File: config.mk
export PLATFORM = sky130hd
export DESIGN_NAME = ecl_regs
export DESIGN_NICKNAME = d
export VERILOG_FILES = /design/src/pkg/ecl_pkg.sv /design/src/rtl/ecl_regs.sv
export SDC_FILE = /design/constraint.sdc
export NUM_CORES = 1
export LEC_CHECK = 0
export BUFFER_PORTS_ARGS = -buffer_cell sky130_fd_sc_hd__clkbuf_2
export CAP_MARGIN = 20
export CORE_ASPECT_RATIO = 0.8
export CORE_MARGIN = 4
export CORE_UTILIZATION = 60
export CTS_CLUSTER_DIAMETER = 30
export DETAILED_ROUTE_END_ITERATION = 7
export PLACE_DENSITY = 0.86
export SKIP_LAST_GASP = 1
export SLEW_MARGIN = 15
export SYNTH_ARGS = -nofsm -noshare
export SYNTH_HDL_FRONTEND = slang
export SYNTH_SLANG_ARGS = --single-unit
File: constraint.sdc
create_clock -name clk -period 9.42 [get_ports clk]
set_clock_uncertainty 0.05 [all_clocks]
set_input_delay 0.471 -clock clk [delete_from_list [all_inputs] [get_ports clk]]
set_output_delay 0.471 -clock clk [all_outputs]
set_load 0.01 [all_outputs]
File: src/pkg/ecl_pkg.sv
// constants for the serial prom configuration and led status register bank
// assumes a 100 MHz system clock and a 32-bit AXI4-Lite register bus
// What this block does
// - bit 15 reads one on good checksum
// - checksum flag zero on failure or no prom
// - writing bit 14 starts automatic prom load
// - bus accesses stalled while loading
// - load bit self-clears; load takes 1.4 ms with a prom fitted, a few cycles without
// - bit 4 hands low bus bits to software
// - enable clear: software pin bits have no effect
// - shift busy pin follows bit 3, holds
// - bit 2 drives prom chip select
// - bit 1 drives serial shift clock
// - bit 0 writes data in, reads data out
// - bits 13 to 5 reserved, read zero
// - link register bit 15 shows link good
// - indicator_one_pin pin is OR of enabled functions
// - reset: receive activity only, stretch on
// - indicator_one_pin bit 15 shows raw combined state
// - bit 7 enables the pulse stretcher
// - bit 5 limits receive to address matches
// - polarity enable shows good receive polarity
// - bits 4,2,1,0 enable tx, rx, jabber, collision
package ecl_pkg;
    localparam logic [3:0] ECL_OFS_PROM = 4'h0;
    localparam logic [3:0] ECL_OFS_LINK = 4'h4;
    localparam logic [3:0] ECL_OFS_INDICATOR_ONE_PIN = 4'h8;
    localparam int ECL_B_VALID = 15;
    localparam int ECL_B_LOAD = 14;
    localparam int ECL_B_EN = 4;
    localparam int ECL_B_SB = 3;
    localparam int ECL_B_CS = 2;
    localparam int ECL_B_SK = 1;
    localparam int ECL_B_DATA = 0;
    localparam int ECL_B_RAW = 15;
    localparam int ECL_B_PSE = 7;
    localparam int ECL_B_MATCH = 5;
    localparam int ECL_B_TX = 4;
    localparam int ECL_B_POL = 3;
    localparam int ECL_B_RX = 2;
    localparam int ECL_B_JAB = 1;
    localparam int ECL_B_COL = 0;
    localparam logic [7:0] ECL_INDICATOR_ONE_PIN_RST = 8'h84;
    localparam logic [7:0] ECL_INDICATOR_ONE_PIN_MASK = 8'hBF;
    localparam logic [7:0] ECL_SUM_GOOD = 8'hFF;
    localparam int ECL_PROM_BYTES = 32;
    localparam int ECL_PROM_BITS = ECL_PROM_BYTES * 8;
    localparam int ECL_CLK_NS = 10;
    localparam int ECL_LOAD_NS = 1_400_000;
    localparam int ECL_LOAD_CYC = ECL_LOAD_NS / ECL_CLK_NS;
    localparam int ECL_STRETCH_NS = 50_000_000;
    localparam int ECL_STRETCH_CYC = ECL_STRETCH_NS / ECL_CLK_NS;
    localparam logic [1:0] ECL_RESP_OK = 2'b00;
    localparam logic [1:0] ECL_RESP_ERR = 2'b10;
    typedef enum logic [1:0] {
        ECL_IDLE = 2'b00,
        ECL_PROBE = 2'b01,
        ECL_SHIFT = 2'b11,
        ECL_DONE = 2'b10
    } ecl_load_t;
endpackage

File: src/rtl/ecl_regs.sv
// serial prom configuration, link status and indicator_one_pin function-select registers
// assumes AXI4-Lite masters keep one write and one read in flight at most
`timescale 1ns/1ps
module ecl_regs #(
    parameter int LOAD_CYCLES = ecl_pkg::ECL_LOAD_CYC,
    parameter int STRETCH_CYCLES = ecl_pkg::ECL_STRETCH_CYC
) (
    // clock and reset
    input wire logic clk,
    input wire logic rst,
    // axi4-lite write
    input wire logic [3:0] s_axi_awaddr,
    input wire logic s_axi_awvalid,
    output logic s_axi_awready,
    input wire logic [31:0] s_axi_wdata,
    input wire logic [3:0] s_axi_wstrb,
    input wire logic s_axi_wvalid,
    output logic s_axi_wready,
    output logic [1:0] s_axi_bresp,
    output logic s_axi_bvalid,
    input wire logic s_axi_bready,
    // axi4-lite read
    input wire logic [3:0] s_axi_araddr,
    input wire logic s_axi_arvalid,
    output logic s_axi_arready,
    output logic [31:0] s_axi_rdata,
    output logic [1:0] s_axi_rresp,
    output logic s_axi_rvalid,
    input wire logic s_axi_rready,
    // serial prom side: bit 0 shift clock, bit 1 data in, bit 2 data out
    input wire logic [2:0] parallel_rom_data_bus_i,
    output logic [2:0] parallel_rom_data_bus_o,
    output logic [2:0] parallel_rom_data_bus_oe,
    output logic prom_chip_select,
    input wire logic shift_busy_i,
    output logic shift_busy_o,
    output logic shift_busy_oe,
    // network events
    input wire logic link_ok,
    input wire logic tx_act,
    input wire logic rx_act,
    input wire logic rx_addr_match,
    input wire logic rx_pol_good,
    input wire logic jabber,
    input wire logic collision,
    // indicators, active high
    output logic link_indicator_pin,
    output logic indicator_one_pin
);
    import ecl_pkg::*;

    localparam int HALF_CYC = LOAD_CYCLES / (2 * ECL_PROM_BITS);
    localparam logic [15:0] HALF_LAST = 16'(HALF_CYC - 1);
    localparam logic [8:0] BIT_LAST = 9'(ECL_PROM_BITS - 1);
    localparam logic [22:0] STR_TOP = 23'(STRETCH_CYCLES);

    // bus and software register state
    logic aw_full_q, aw_full_d, w_full_q, w_full_d;
    logic [3:0] awaddr_q, awaddr_d;
    logic [31:0] wdata_q, wdata_d;
    logic [3:0] wstrb_q, wstrb_d;
    logic awready_q, awready_d, wready_q, wready_d;
    logic bvalid_q, bvalid_d, arready_q, arready_d, rvalid_q, rvalid_d;
    logic [1:0] bresp_q, bresp_d, rresp_q, rresp_d;
    logic [31:0] rdata_q, rdata_d;
    logic en_q, en_d, sb_q, sb_d, cs_q, cs_d, sk_q, sk_d, di_q, di_d;
    logic [7:0] led_q, led_d;
    logic start_load;
    // load engine state
    ecl_load_t st_q, st_d;
    logic [15:0] div_q, div_d;
    logic [8:0] bit_q, bit_d;
    logic [7:0] byte_q, byte_d, sum_q, sum_d;
    logic lsk_q, lsk_d, present_q, present_d, valid_q, valid_d;
    logic loading_d;
    // indicator state
    logic raw_d, raw_q, rx_ev;
    logic [22:0] str_q, str_d;
    logic indicator_one_pin_d, link_q;
    // pin registers
    logic [2:0] pb_o_d, pb_o_q, pb_oe_d, pb_oe_q;
    logic pcs_d, pcs_q, psb_d, psb_q, psb_oe_d, psb_oe_q, indicator_one_pin_q;

    logic [15:0] rd_prom, rd_link, rd_indicator_one_pin;
    logic [15:0] wmask;
    logic do_write;

    always_comb
    begin
        rd_prom = 16'h0000;
        rd_prom[ECL_B_VALID] = valid_q;
        rd_prom[ECL_B_LOAD] = (st_q != ECL_IDLE);
        rd_prom[ECL_B_EN] = en_q;
        rd_prom[ECL_B_SB] = sb_q;
        rd_prom[ECL_B_CS] = cs_q;
        rd_prom[ECL_B_SK] = sk_q;
        rd_prom[ECL_B_DATA] = parallel_rom_data_bus_i[2];
        rd_link = {link_q, 15'h0000};
        rd_indicator_one_pin = {raw_q, 7'h00, led_q};
        wmask = {{8{wstrb_q[1]}}, {8{wstrb_q[0]}}};
    end

    always_comb
    begin
        aw_full_d = aw_full_q;
        w_full_d = w_full_q;
        awaddr_d = awaddr_q;
        wdata_d = wdata_q;
        wstrb_d = wstrb_q;
        bvalid_d = bvalid_q;
        bresp_d = bresp_q;
        rvalid_d = rvalid_q;
        rresp_d = rresp_q;
        rdata_d = rdata_q;
        arready_d = arready_q;
        en_d = en_q;
        sb_d = sb_q;
        cs_d = cs_q;
        sk_d = sk_q;
        di_d = di_q;
        led_d = led_q;
        start_load = 1'b0;
        do_write = aw_full_q && w_full_q && !bvalid_q;
        if (s_axi_awvalid && awready_q)
        begin
            aw_full_d = 1'b1;
            awaddr_d = s_axi_awaddr;
        end
        if (s_axi_wvalid && wready_q)
        begin
            w_full_d = 1'b1;
            wdata_d = s_axi_wdata;
            wstrb_d = s_axi_wstrb;
        end
        if (do_write)
        begin
            aw_full_d = 1'b0;
            w_full_d = 1'b0;
            bvalid_d = 1'b1;
            bresp_d = ECL_RESP_OK;
            case (awaddr_q & 4'hC)
                ECL_OFS_PROM:
                begin
                    if (wstrb_q[0])
                    begin
                        en_d = wdata_q[ECL_B_EN];
                        sb_d = wdata_q[ECL_B_SB];
                        cs_d = wdata_q[ECL_B_CS];
                        sk_d = wdata_q[ECL_B_SK];
                        di_d = wdata_q[ECL_B_DATA];
                    end
                    start_load = wstrb_q[1] && wdata_q[ECL_B_LOAD];
                end
                ECL_OFS_LINK:
                begin
                    bresp_d = ECL_RESP_OK;
                end
                ECL_OFS_INDICATOR_ONE_PIN:
                begin
                    led_d = ((led_q & ~wmask[7:0]) | (wdata_q[7:0] & wmask[7:0]))
                        & ECL_INDICATOR_ONE_PIN_MASK;
                end
                default:
                begin
                    bresp_d = ECL_RESP_ERR;
                end
            endcase
        end
        if (bvalid_q && s_axi_bready)
        begin
            bvalid_d = 1'b0;
        end
        if (s_axi_arvalid && arready_q)
        begin
            arready_d = 1'b0;
            rvalid_d = 1'b1;
            rresp_d = ECL_RESP_OK;
            case (s_axi_araddr & 4'hC)
                ECL_OFS_PROM: rdata_d = {16'h0000, rd_prom};
                ECL_OFS_LINK: rdata_d = {16'h0000, rd_link};
                ECL_OFS_INDICATOR_ONE_PIN: rdata_d = {16'h0000, rd_indicator_one_pin};
                default:
                begin
                    rdata_d = 32'h0000_0000;
                    rresp_d = ECL_RESP_ERR;
                end
            endcase
        end
        if (rvalid_q && s_axi_rready)
        begin
            rvalid_d = 1'b0;
        end
        // ready only while idle so a stalled load holds the master off
        awready_d = !aw_full_d && !loading_d;
        wready_d = !w_full_d && !loading_d;
        if (!rvalid_d && !loading_d)
        begin
            arready_d = 1'b1;
        end
        else
        begin
            arready_d = 1'b0;
        end
    end

    always_ff @(posedge clk or posedge rst)
    begin
        if (rst)
        begin
            aw_full_q <= 1'b0;
            w_full_q <= 1'b0;
            awaddr_q <= 4'h0;
            wdata_q <= 32'h0000_0000;
            wstrb_q <= 4'h0;
            awready_q <= 1'b0;
            wready_q <= 1'b0;
            bvalid_q <= 1'b0;
            bresp_q <= ECL_RESP_OK;
            arready_q <= 1'b0;
            rvalid_q <= 1'b0;
            rresp_q <= ECL_RESP_OK;
            rdata_q <= 32'h0000_0000;
            en_q <= 1'b0;
            sb_q <= 1'b0;
            cs_q <= 1'b0;
            sk_q <= 1'b0;
            di_q <= 1'b0;
            led_q <= ECL_INDICATOR_ONE_PIN_RST;
        end
        else
        begin
            aw_full_q <= aw_full_d;
            w_full_q <= w_full_d;
            awaddr_q <= awaddr_d;
            wdata_q <= wdata_d;
            wstrb_q <= wstrb_d;
            awready_q <= awready_d;
            wready_q <= wready_d;
            bvalid_q <= bvalid_d;
            bresp_q <= bresp_d;
            arready_q <= arready_d;
            rvalid_q <= rvalid_d;
            rresp_q <= rresp_d;
            rdata_q <= rdata_d;
            en_q <= en_d;
            sb_q <= sb_d;
            cs_q <= cs_d;
            sk_q <= sk_d;
            di_q <= di_d;
            led_q <= led_d;
        end
    end

    // load engine: probe for a fitted prom, then clock in the image and sum it
    always_comb
    begin
        st_d = st_q;
        div_d = div_q;
        bit_d = bit_q;
        byte_d = byte_q;
        sum_d = sum_q;
        lsk_d = lsk_q;
        present_d = present_q;
        valid_d = valid_q;
        case (st_q)
            ECL_IDLE:
            begin
                if (start_load)
                begin
                    st_d = ECL_PROBE;
                end
            end
            ECL_PROBE:
            begin
                present_d = shift_busy_i;
                div_d = 16'h0000;
                bit_d = 9'h000;
                sum_d = 8'h00;
                lsk_d = 1'b0;
                st_d = shift_busy_i ? ECL_SHIFT : ECL_DONE;
            end
            ECL_SHIFT:
            begin
                div_d = div_q + 16'h0001;
                if (div_q == HALF_LAST)
                begin
                    div_d = 16'h0000;
                    lsk_d = !lsk_q;
                    if (!lsk_q)
                    begin
                        byte_d = {byte_q[6:0], parallel_rom_data_bus_i[2]};
                        if (bit_q[2:0] == 3'h7)
                        begin
                            sum_d = sum_q + {byte_q[6:0], parallel_rom_data_bus_i[2]};
                        end
                    end
                    else
                    begin
                        bit_d = bit_q + 9'h001;
                        if (bit_q == BIT_LAST)
                        begin
                            st_d = ECL_DONE;
                        end
                    end
                end
            end
            ECL_DONE:
            begin
                valid_d = present_q && (sum_q == ECL_SUM_GOOD);
                st_d = ECL_IDLE;
            end
            default:
            begin
                st_d = ECL_IDLE;
            end
        endcase
        loading_d = (st_d != ECL_IDLE);
    end

    always_ff @(posedge clk or posedge rst)
    begin
        if (rst)
        begin
            st_q <= ECL_IDLE;
            div_q <= 16'h0000;
            bit_q <= 9'h000;
            byte_q <= 8'h00;
            sum_q <= 8'h00;
            lsk_q <= 1'b0;
            present_q <= 1'b0;
            valid_q <= 1'b0;
        end
        else
        begin
            st_q <= st_d;
            div_q <= div_d;
            bit_q <= bit_d;
            byte_q <= byte_d;
            sum_q <= sum_d;
            lsk_q <= lsk_d;
            present_q <= present_d;
            valid_q <= valid_d;
        end
    end

    // pin steering; with direct access off the software bits stay off the pins
    always_comb
    begin
        pb_o_d = 3'b000;
        pb_oe_d = 3'b000;
        pcs_d = 1'b0;
        // with direct access off the pin keeps its last programmed level
        psb_d = en_q ? sb_q : psb_q;
        psb_oe_d = 1'b1;
        if (st_q == ECL_PROBE || st_d == ECL_PROBE)
        begin
            psb_oe_d = 1'b0;
        end
        else if (st_q == ECL_SHIFT)
        begin
            pb_o_d = {1'b0, 1'b0, lsk_q};
            pb_oe_d = 3'b011;
            pcs_d = 1'b1;
        end
        else if (en_q)
        begin
            pb_o_d = {1'b0, di_q, sk_q};
            pb_oe_d = 3'b011;
            pcs_d = cs_q;
        end
        else
        begin
            pb_oe_d = 3'b000;
        end
    end

    // indicators; raw combined state and stretcher
    assign rx_ev = rx_act && (!led_q[ECL_B_MATCH] || rx_addr_match);
    always_comb
    begin
        raw_d = (tx_act && led_q[ECL_B_TX]) || (rx_ev && led_q[ECL_B_RX])
            || (jabber && led_q[ECL_B_JAB]) || (collision && led_q[ECL_B_COL])
            || (rx_pol_good && led_q[ECL_B_POL]);
        str_d = str_q;
        if (raw_q)
        begin
            str_d = STR_TOP;
        end
        else if (str_q != 23'h00_0000)
        begin
            str_d = str_q - 23'h00_0001;
        end
        indicator_one_pin_d = raw_q || (led_q[ECL_B_PSE] && str_q != 23'h00_0000);
    end

    always_ff @(posedge clk or posedge rst)
    begin
        if (rst)
        begin
            raw_q <= 1'b0;
            str_q <= 23'h00_0000;
            indicator_one_pin_q <= 1'b0;
            link_q <= 1'b0;
            pb_o_q <= 3'b000;
            pb_oe_q <= 3'b000;
            pcs_q <= 1'b0;
            psb_q <= 1'b0;
            psb_oe_q <= 1'b0;
        end
        else
        begin
            raw_q <= raw_d;
            str_q <= str_d;
            indicator_one_pin_q <= indicator_one_pin_d;
            link_q <= link_ok;
            pb_o_q <= pb_o_d;
            pb_oe_q <= pb_oe_d;
            pcs_q <= pcs_d;
            psb_q <= psb_d;
            psb_oe_q <= psb_oe_d;
        end
    end

    assign s_axi_awready = awready_q;
    assign s_axi_wready = wready_q;
    assign s_axi_bvalid = bvalid_q;
    assign s_axi_bresp = bresp_q;
    assign s_axi_arready = arready_q;
    assign s_axi_rvalid = rvalid_q;
    assign s_axi_rresp = rresp_q;
    assign s_axi_rdata = rdata_q;
    assign parallel_rom_data_bus_o = pb_o_q;
    assign parallel_rom_data_bus_oe = pb_oe_q;
    assign prom_chip_select = pcs_q;
    assign shift_busy_o = psb_q;
    assign shift_busy_oe = psb_oe_q;
    assign link_indicator_pin = link_q;
    assign indicator_one_pin = indicator_one_pin_q;

    a_stall_in_load: assert property (@(posedge clk) disable iff (rst)
        (st_q == ECL_SHIFT) |-> (!s_axi_awready && !s_axi_arready && !s_axi_wready))
        else $error("bus accepted during load");
    a_absent_prom: assert property (@(posedge clk) disable iff (rst)
        (st_q == ECL_PROBE && !shift_busy_i) |=> ##1 !valid_q)
        else $error("valid set without prom");
    a_sum_checked: assert property (@(posedge clk) disable iff (rst)
        (st_q == ECL_DONE) |=> (valid_q == ($past(present_q) && $past(sum_q) == 8'hFF)))
        else $error("checksum flag wrong");
    a_load_ends: assert property (@(posedge clk) disable iff (rst)
        (st_q == ECL_DONE) |=> (st_q == ECL_IDLE))
        else $error("load bit not cleared");
    a_pins_quiet: assert property (@(posedge clk) disable iff (rst)
        (!en_q && st_q == ECL_IDLE && $past(st_q) == ECL_IDLE && !$past(en_q))
        |-> (parallel_rom_data_bus_oe == 3'b000 && !prom_chip_select))
        else $error("pins driven without enable");
    a_direct_clock: assert property (@(posedge clk) disable iff (rst)
        (en_q && st_q == ECL_IDLE) |=> (parallel_rom_data_bus_o[0] == $past(sk_q)
        && prom_chip_select == $past(cs_q)))
        else $error("direct pins do not follow bits");
    a_no_enable_dark: assert property (@(posedge clk) disable iff (rst)
        (led_q[4:0] == 5'h00) |=> !raw_q)
        else $error("raw state set with no enables");
    a_stretch_hold: assert property (@(posedge clk) disable iff (rst)
        ($fell(raw_q) && led_q[ECL_B_PSE]) |-> ##1 indicator_one_pin [*2])
        else $error("stretch did not extend");
    a_link_follow: assert property (@(posedge clk) disable iff (rst)
        link_indicator_pin == $past(link_ok))
        else $error("link pin wrong");
    a_reserved_zero: assert property (@(posedge clk) disable iff (rst)
        (s_axi_rvalid && s_axi_rresp == ECL_RESP_OK) |-> (s_axi_rdata[31:16] == 16'h0000))
        else $error("upper bits not zero");
    c_load_done: cover property (@(posedge clk) disable iff (rst) st_q == ECL_DONE);
    c_direct_write: cover property (@(posedge clk) disable iff (rst) en_q && sk_q);
    c_stretch: cover property (@(posedge clk) disable iff (rst) !raw_q && indicator_one_pin);
    c_unmapped: cover property (@(posedge clk) disable iff (rst)
        s_axi_rvalid && s_axi_rresp == ECL_RESP_ERR);
endmodule

# Word level (Yosys, flattened, before mapping)

Index checks and enable logic that the tools add are counted.

Register bits: 156
Output and inout port bits: 52
Word-level logic and storage cells: 154
Input port bits: 62

Reduce and logical (&&, ||, !) cells: 50
Equal/unequal tests: 16
Add/sub/neg operators: 4
Bitwise logic cells: 5
Muxes and demuxes: 43

Operators with widths:

| kind                  | number |
|---|---|
| $pmux 16 s3           | 1 |
| $mux 23               | 2 |
| $pmux 16 s2           | 1 |
| $mux 2                | 12 |
| $mux 8                | 3 |
| $reduce_bool 23->1    | 1 |
| $sub 23x1->23 const B | 1 |
| $logic_and 1x1->1     | 19 |
| $mux 9                | 2 |
| $pmux 9 s2            | 1 |
| $mux 1                | 17 |
| $add 16x1->16 const B | 1 |
| $and 8x8->8           | 2 |
| $eq 16x9->1 const B   | 1 |
| $mux 16               | 1 |
| $pmux 8 s2            | 1 |
| $reduce_bool 2->1     | 5 |
| $add 9x1->9 const B   | 1 |
| $eq 9x8->1 const B    | 1 |
| $reduce_and 3->1      | 3 |
| $add 8x8->8           | 1 |
| $eq 2x1->1 const B    | 4 |
| $eq 2x2->1 const B    | 4 |
| $eq 8x8->1 const B    | 1 |
| other kinds (14)      | 32 |

# Logic depth before layout (Yosys ltp)

Depth after elaboration: 9
Gate-level depth with buffers: 9

# Worst setup path after synthesis

No wires, ideal clock.

Path type: reg2reg
Start point: reg div_q[0]
End point: reg bit_q[7]
Required time: 9250 ps
Stages on the path, launching flop included: 10
Arrival: 1959 ps
Setup slack: 7290 ps
Cells stage by stage: dfrtp_1 -> inv_1 -> ha_1 -> nor3b_1 -> nand4_1 -> or2_1 -> buf_2 -> o41ai_1 -> a21oi_1 -> a41o_1

Cells in the longest elaborated chain, start to end: 3

RTL lines:

| what                       | RTL line        | RTL |
|---|---|---|
| start, declared            | ecl_regs.sv:71  | `logic [15:0] div_q, div_d;` |
| start signal, assigned     | ecl_regs.sv:336 | `div_q <= div_d;` |
| $eq 16x9->1                | ecl_regs.sv:285 | `if (div_q == HALF_LAST)` |
| $ne 2x2->1 (no line)       | -               |  |
| $reduce_and 3->1 (no line) | -               |  |
| end signal, assigned       | ecl_regs.sv:337 | `bit_q <= bit_d;` |
| end, declared              | ecl_regs.sv:72  | `logic [8:0] bit_q, bit_d;` |

No other way between the ends.
A chain may end at the register's enable or synchronous reset.

# Worst setup path in the final report

Start point: reg st_q[0]
End point: reg div_q[12]

Cells in the longest elaborated chain, start to end: 2

RTL lines:

| what                                                    | RTL line        | RTL |
|---|---|---|
| start, declared                                         | ecl_regs.sv:70  | `ecl_load_t st_q, st_d;` |
| start signal, assigned                                  | ecl_regs.sv:335 | `st_q <= st_d;` |
| $eq 2x2->1 / $eq 2x1->1 (equally long branches)         | ecl_regs.sv:265 | `case (st_q)` |
| $pmux 16 s2 / $reduce_bool 2->1 (equally long branches) | -               |  |

Parallel ways exist; a longest one is shown, timed or not.

==> reports/metrics.json <==
{
  "run_status": {
    "run_status": "completed"
  },
  "synthesis": {
    "ys_ff_latch": 119,
    "number_of_enable_flip_flop_cells_after_synthesis": 0,
    "ys_dominant_reg_cell": "dfrtp_1",
    "mappedNetlistArea_um2": 5891,
    "synth-async-reset-ratio": 1.000,
    "synth.lib_cells_used.distinct": 62,
    "synth_seq_area_share": 0.5059,
    "synthCells": 555,
    "syn_avg_cell_area_um2": 10.61,
    "yosys_warnings": 0
  },
  "power": {
    "net_load_switching_power_uw": 455.8,
    "combPwrFrac": 0.141,
    "maximum_resistive_drop_on_vdd_uv": 156.6,
    "p_seq_frac": 0.435,
    "power_density_nw_per_um2": 232.0,
    "static_leakage_nw": 3.286,
    "netSwitchingFraction": 0.2894,
    "p_clk_frac": 0.425,
    "power.internal_mw": 1.119
  },
  "route": {
    "route.vias.total": 4338,
    "vias_per_cell": 5.815,
    "antenna_left": 0,
    "remaining_drc_errors": 0,
    "first_pass_iters": 5,
    "wl_per_cell_um": 17.00,
    "finalWirelength_mm": 12.68,
    "drt_iter0_markers": 306
  },
  "setup_path": {
    "worstSetupPathType": "flip-flop to flip-flop",
    "crit_path_max_fanout": 24,
    "worstPathRequired_ns": 9.68,
    "critical_path_data_arrival_time_ns": 2.89,
    "setup.worst_path.end_class": "flip-flop",
    "cp-start-kind": "flip-flop"
  },
  "min_path": {
    "worst_min_delay_path_class": "input pin to flip-flop"
  },
  "timing": {
    "grt_setup_unrepaired": "no",
    "timing.final.max_slew_violations": 0,
    "slew_headroom": 0.3843,
    "timing_worst_slew_pin_value_ns": 0.9217,
    "finalSetupViolations": 0,
    "hold_viol": 0,
    "fmax_mhz": 379.2,
    "final_period_minus_worst_setup_slack_ns": 2.637,
    "final_worst_path_cycle_share": 0.2800,
    "totalNegativeSetupSlack_ns": 0
  },
  "clocking": {
    "clock_tree.root_cell": "clkbuf_16",
    "clkSinkCount": 119,
    "clkTransAtPathRegs_ns": 0.06,
    "cts-buffers-inserted": 17,
    "clock_tree.buffer_depth": 2,
    "cts_htree_levels": 4,
    "worst_skew_pair.late_latency_ns": 0.41,
    "tritoncts": "done",
    "cts.repair.resized": 0
  },
  "floorplan": {
    "die-area_um2": 11480,
    "fp.coreArea_um2": 9609,
    "die_width_um": 118.8,
    "floorplan.io_pins": 114,
    "die_y_extent_um": 96.63,
    "initial_core_util": 0.6130,
    "core.rowCount": 32
  },
  "grt": {
    "antenna_found_initial": 0,
    "grt_usage": 0.2314,
    "globalRouteOverflowTotal": 0,
    "wire_length_of_the_first_global_routing_pass_mm": 21.69,
    "grt_start_max_net_pins": 90,
    "first_global_vias": 4472
  },
  "place": {
    "post-place-cells": 712,
    "gp_routability_congestion": 0.8722,
    "place.detailed.hpwl_mm": 8.495,
    "port-buffer-count": 54,
    "placement_stage_cell_area_um2": 6153
  },
  "layout": {
    "final_net_count": 690,
    "antenna_cells_inserted": 0,
    "finished_cell_area_um2": 6788,
    "layoutNonFillerInstCount": 746,
    "post_route_cells_drive_above_1_share": 0.2153,
    "nFillCells": 660,
    "area.growth.synth_to_final_pct": 15.23,
    "commonest_non_fill_non_tap_cell_in_the_layout": "dfrtp_1",
    "layout.core_utilization": 0.7064,
    "layout_common_cells": "dfrtp_1, clkbuf_2, nand2_1"
  },
  "job": {
    "maxCapViolations": 0
  }
}
cells by family after synthesis:
logic type      share of synthesized area
simple gates                       0.1640
flops                              0.5059
compound gates                     0.1181
buf+inv                           0.06011
mux                               0.08008
xor+xnor                          0.04014
fa+ha+maj                         0.03101
other cells                     0.0006366
sequential cells by signal, summed over array words and instances (netlist names), 2 cells and up, named ones only:
signal                   count
parallel_rom_data_bus_o      2
s_axi_rdata                  9
str_q                       23
awaddr_q                     2
sum_q                        8
wstrb_q                      2
st_q                         2
div_q                       16
wdata_q                      8
byte_q                       7
bit_q                        9
final timing paths:
check / startpoint / endpoint / slack, ns / cells past startpoint
setup / recovery: st_q[0] / div_q[12] / 6.78 / 5
hold / removal: link_ok / link_indicator_pin / 0.13 / 1
setup reg to reg: st_q[0] / div_q[12] / 6.78 / 5
hold reg to reg: s_axi_rdata[2] / s_axi_rdata[2] / 0.44 / 2
max in group asynchronous: rst / asynchronous set/reset pin / 7.69 / 4
min in group asynchronous: rst / str_q[20] / 0.54 / 3
area by class of cell:
class | count | area (um2) | area share
Clock buffer | 17 | 425.4 | 0.06267
Inverter | 22 | 85.08 | 0.01253
Tap cell | 119 | 148.9 | 0.02194
Timing Repair Buffer | 58 | 304.0 | 0.04479
Clock inverter | 15 | 190.2 | 0.02802
Multi-Input combinational cell | 396 | 2654 | 0.3910
Sequential cell | 119 | 2980 | 0.4391
worst max-delay path, stage by stage (launching register included):
cell	delay, ns
dfrtp_1	0.77
nand2_1	0.50
nor2b_1	0.85
a21oi_1	0.12
nand2b_1	0.18
o31ai_1	0.06
per-stage QoR:
step	setup WS, ns	power (mW)	hold slack, ns
after global placement	6.855	0.8861	0.4158
after CTS	6.723	1.582	0.1171
after detailed placement	6.782	0.9074	0.4233
after global routing	6.518	1.652	0.1122
after floorplan	5.745	0.8485	0.3978
final	6.783	1.575	0.1311
cells in the mapped netlist (all sizes together), types with 6 or more instances:
cell / number / area [um2]
nor3: 11 / 65.06
inv: 21 / 78.83
a22o: 11 / 96.34
nand2: 51 / 193.9
nand3b: 6 / 45.04
buf: 29 / 215.2
a21o: 6 / 45.04
ha: 13 / 162.7
o21ai: 33 / 165.2
nand3: 18 / 95.09
xnor2: 12 / 105.1
a21oi: 18 / 90.09
xor2: 15 / 131.4
clkbuf: 15 / 56.30
nand2b: 9 / 56.30
nor2: 33 / 123.9
nor4: 9 / 71.32
dfrtp: 117 / 2928
nand4: 12 / 75.07
and3: 8 / 50.05
o31ai: 8 / 60.06
mux2: 33 / 371.6
mux2i: 10 / 100.1
timing repair:
action                                 in CTS  in global routing
endpoints found under the hold margin      30                  0
hold buffers                                1                  0
setup buffers                               0                  0
metal layers:
metal / track usage / share of wire / vias to the layer above
li1: - / - / 2047
met1: 0.3036 / 0.44 / 2143
met2: 0.3729 / 0.50 / 135
met3: 0.07130 / 0.053 / 13
met4: 0.06857 / 0.011 / 0
met5: 0 / 0 / -
power groups by stage:
stage                     Combinational [mW]  Sequential (mW)  Clock (mW)
after global routing                   0.250            0.696       0.706
after global placement                 0.204            0.682           0
final                                  0.221            0.684       0.669
after detailed placement               0.218            0.689           0
after CTS                              0.222            0.683       0.677
after floorplan                        0.181            0.668           0
Power figures use the tool's default switching activity.
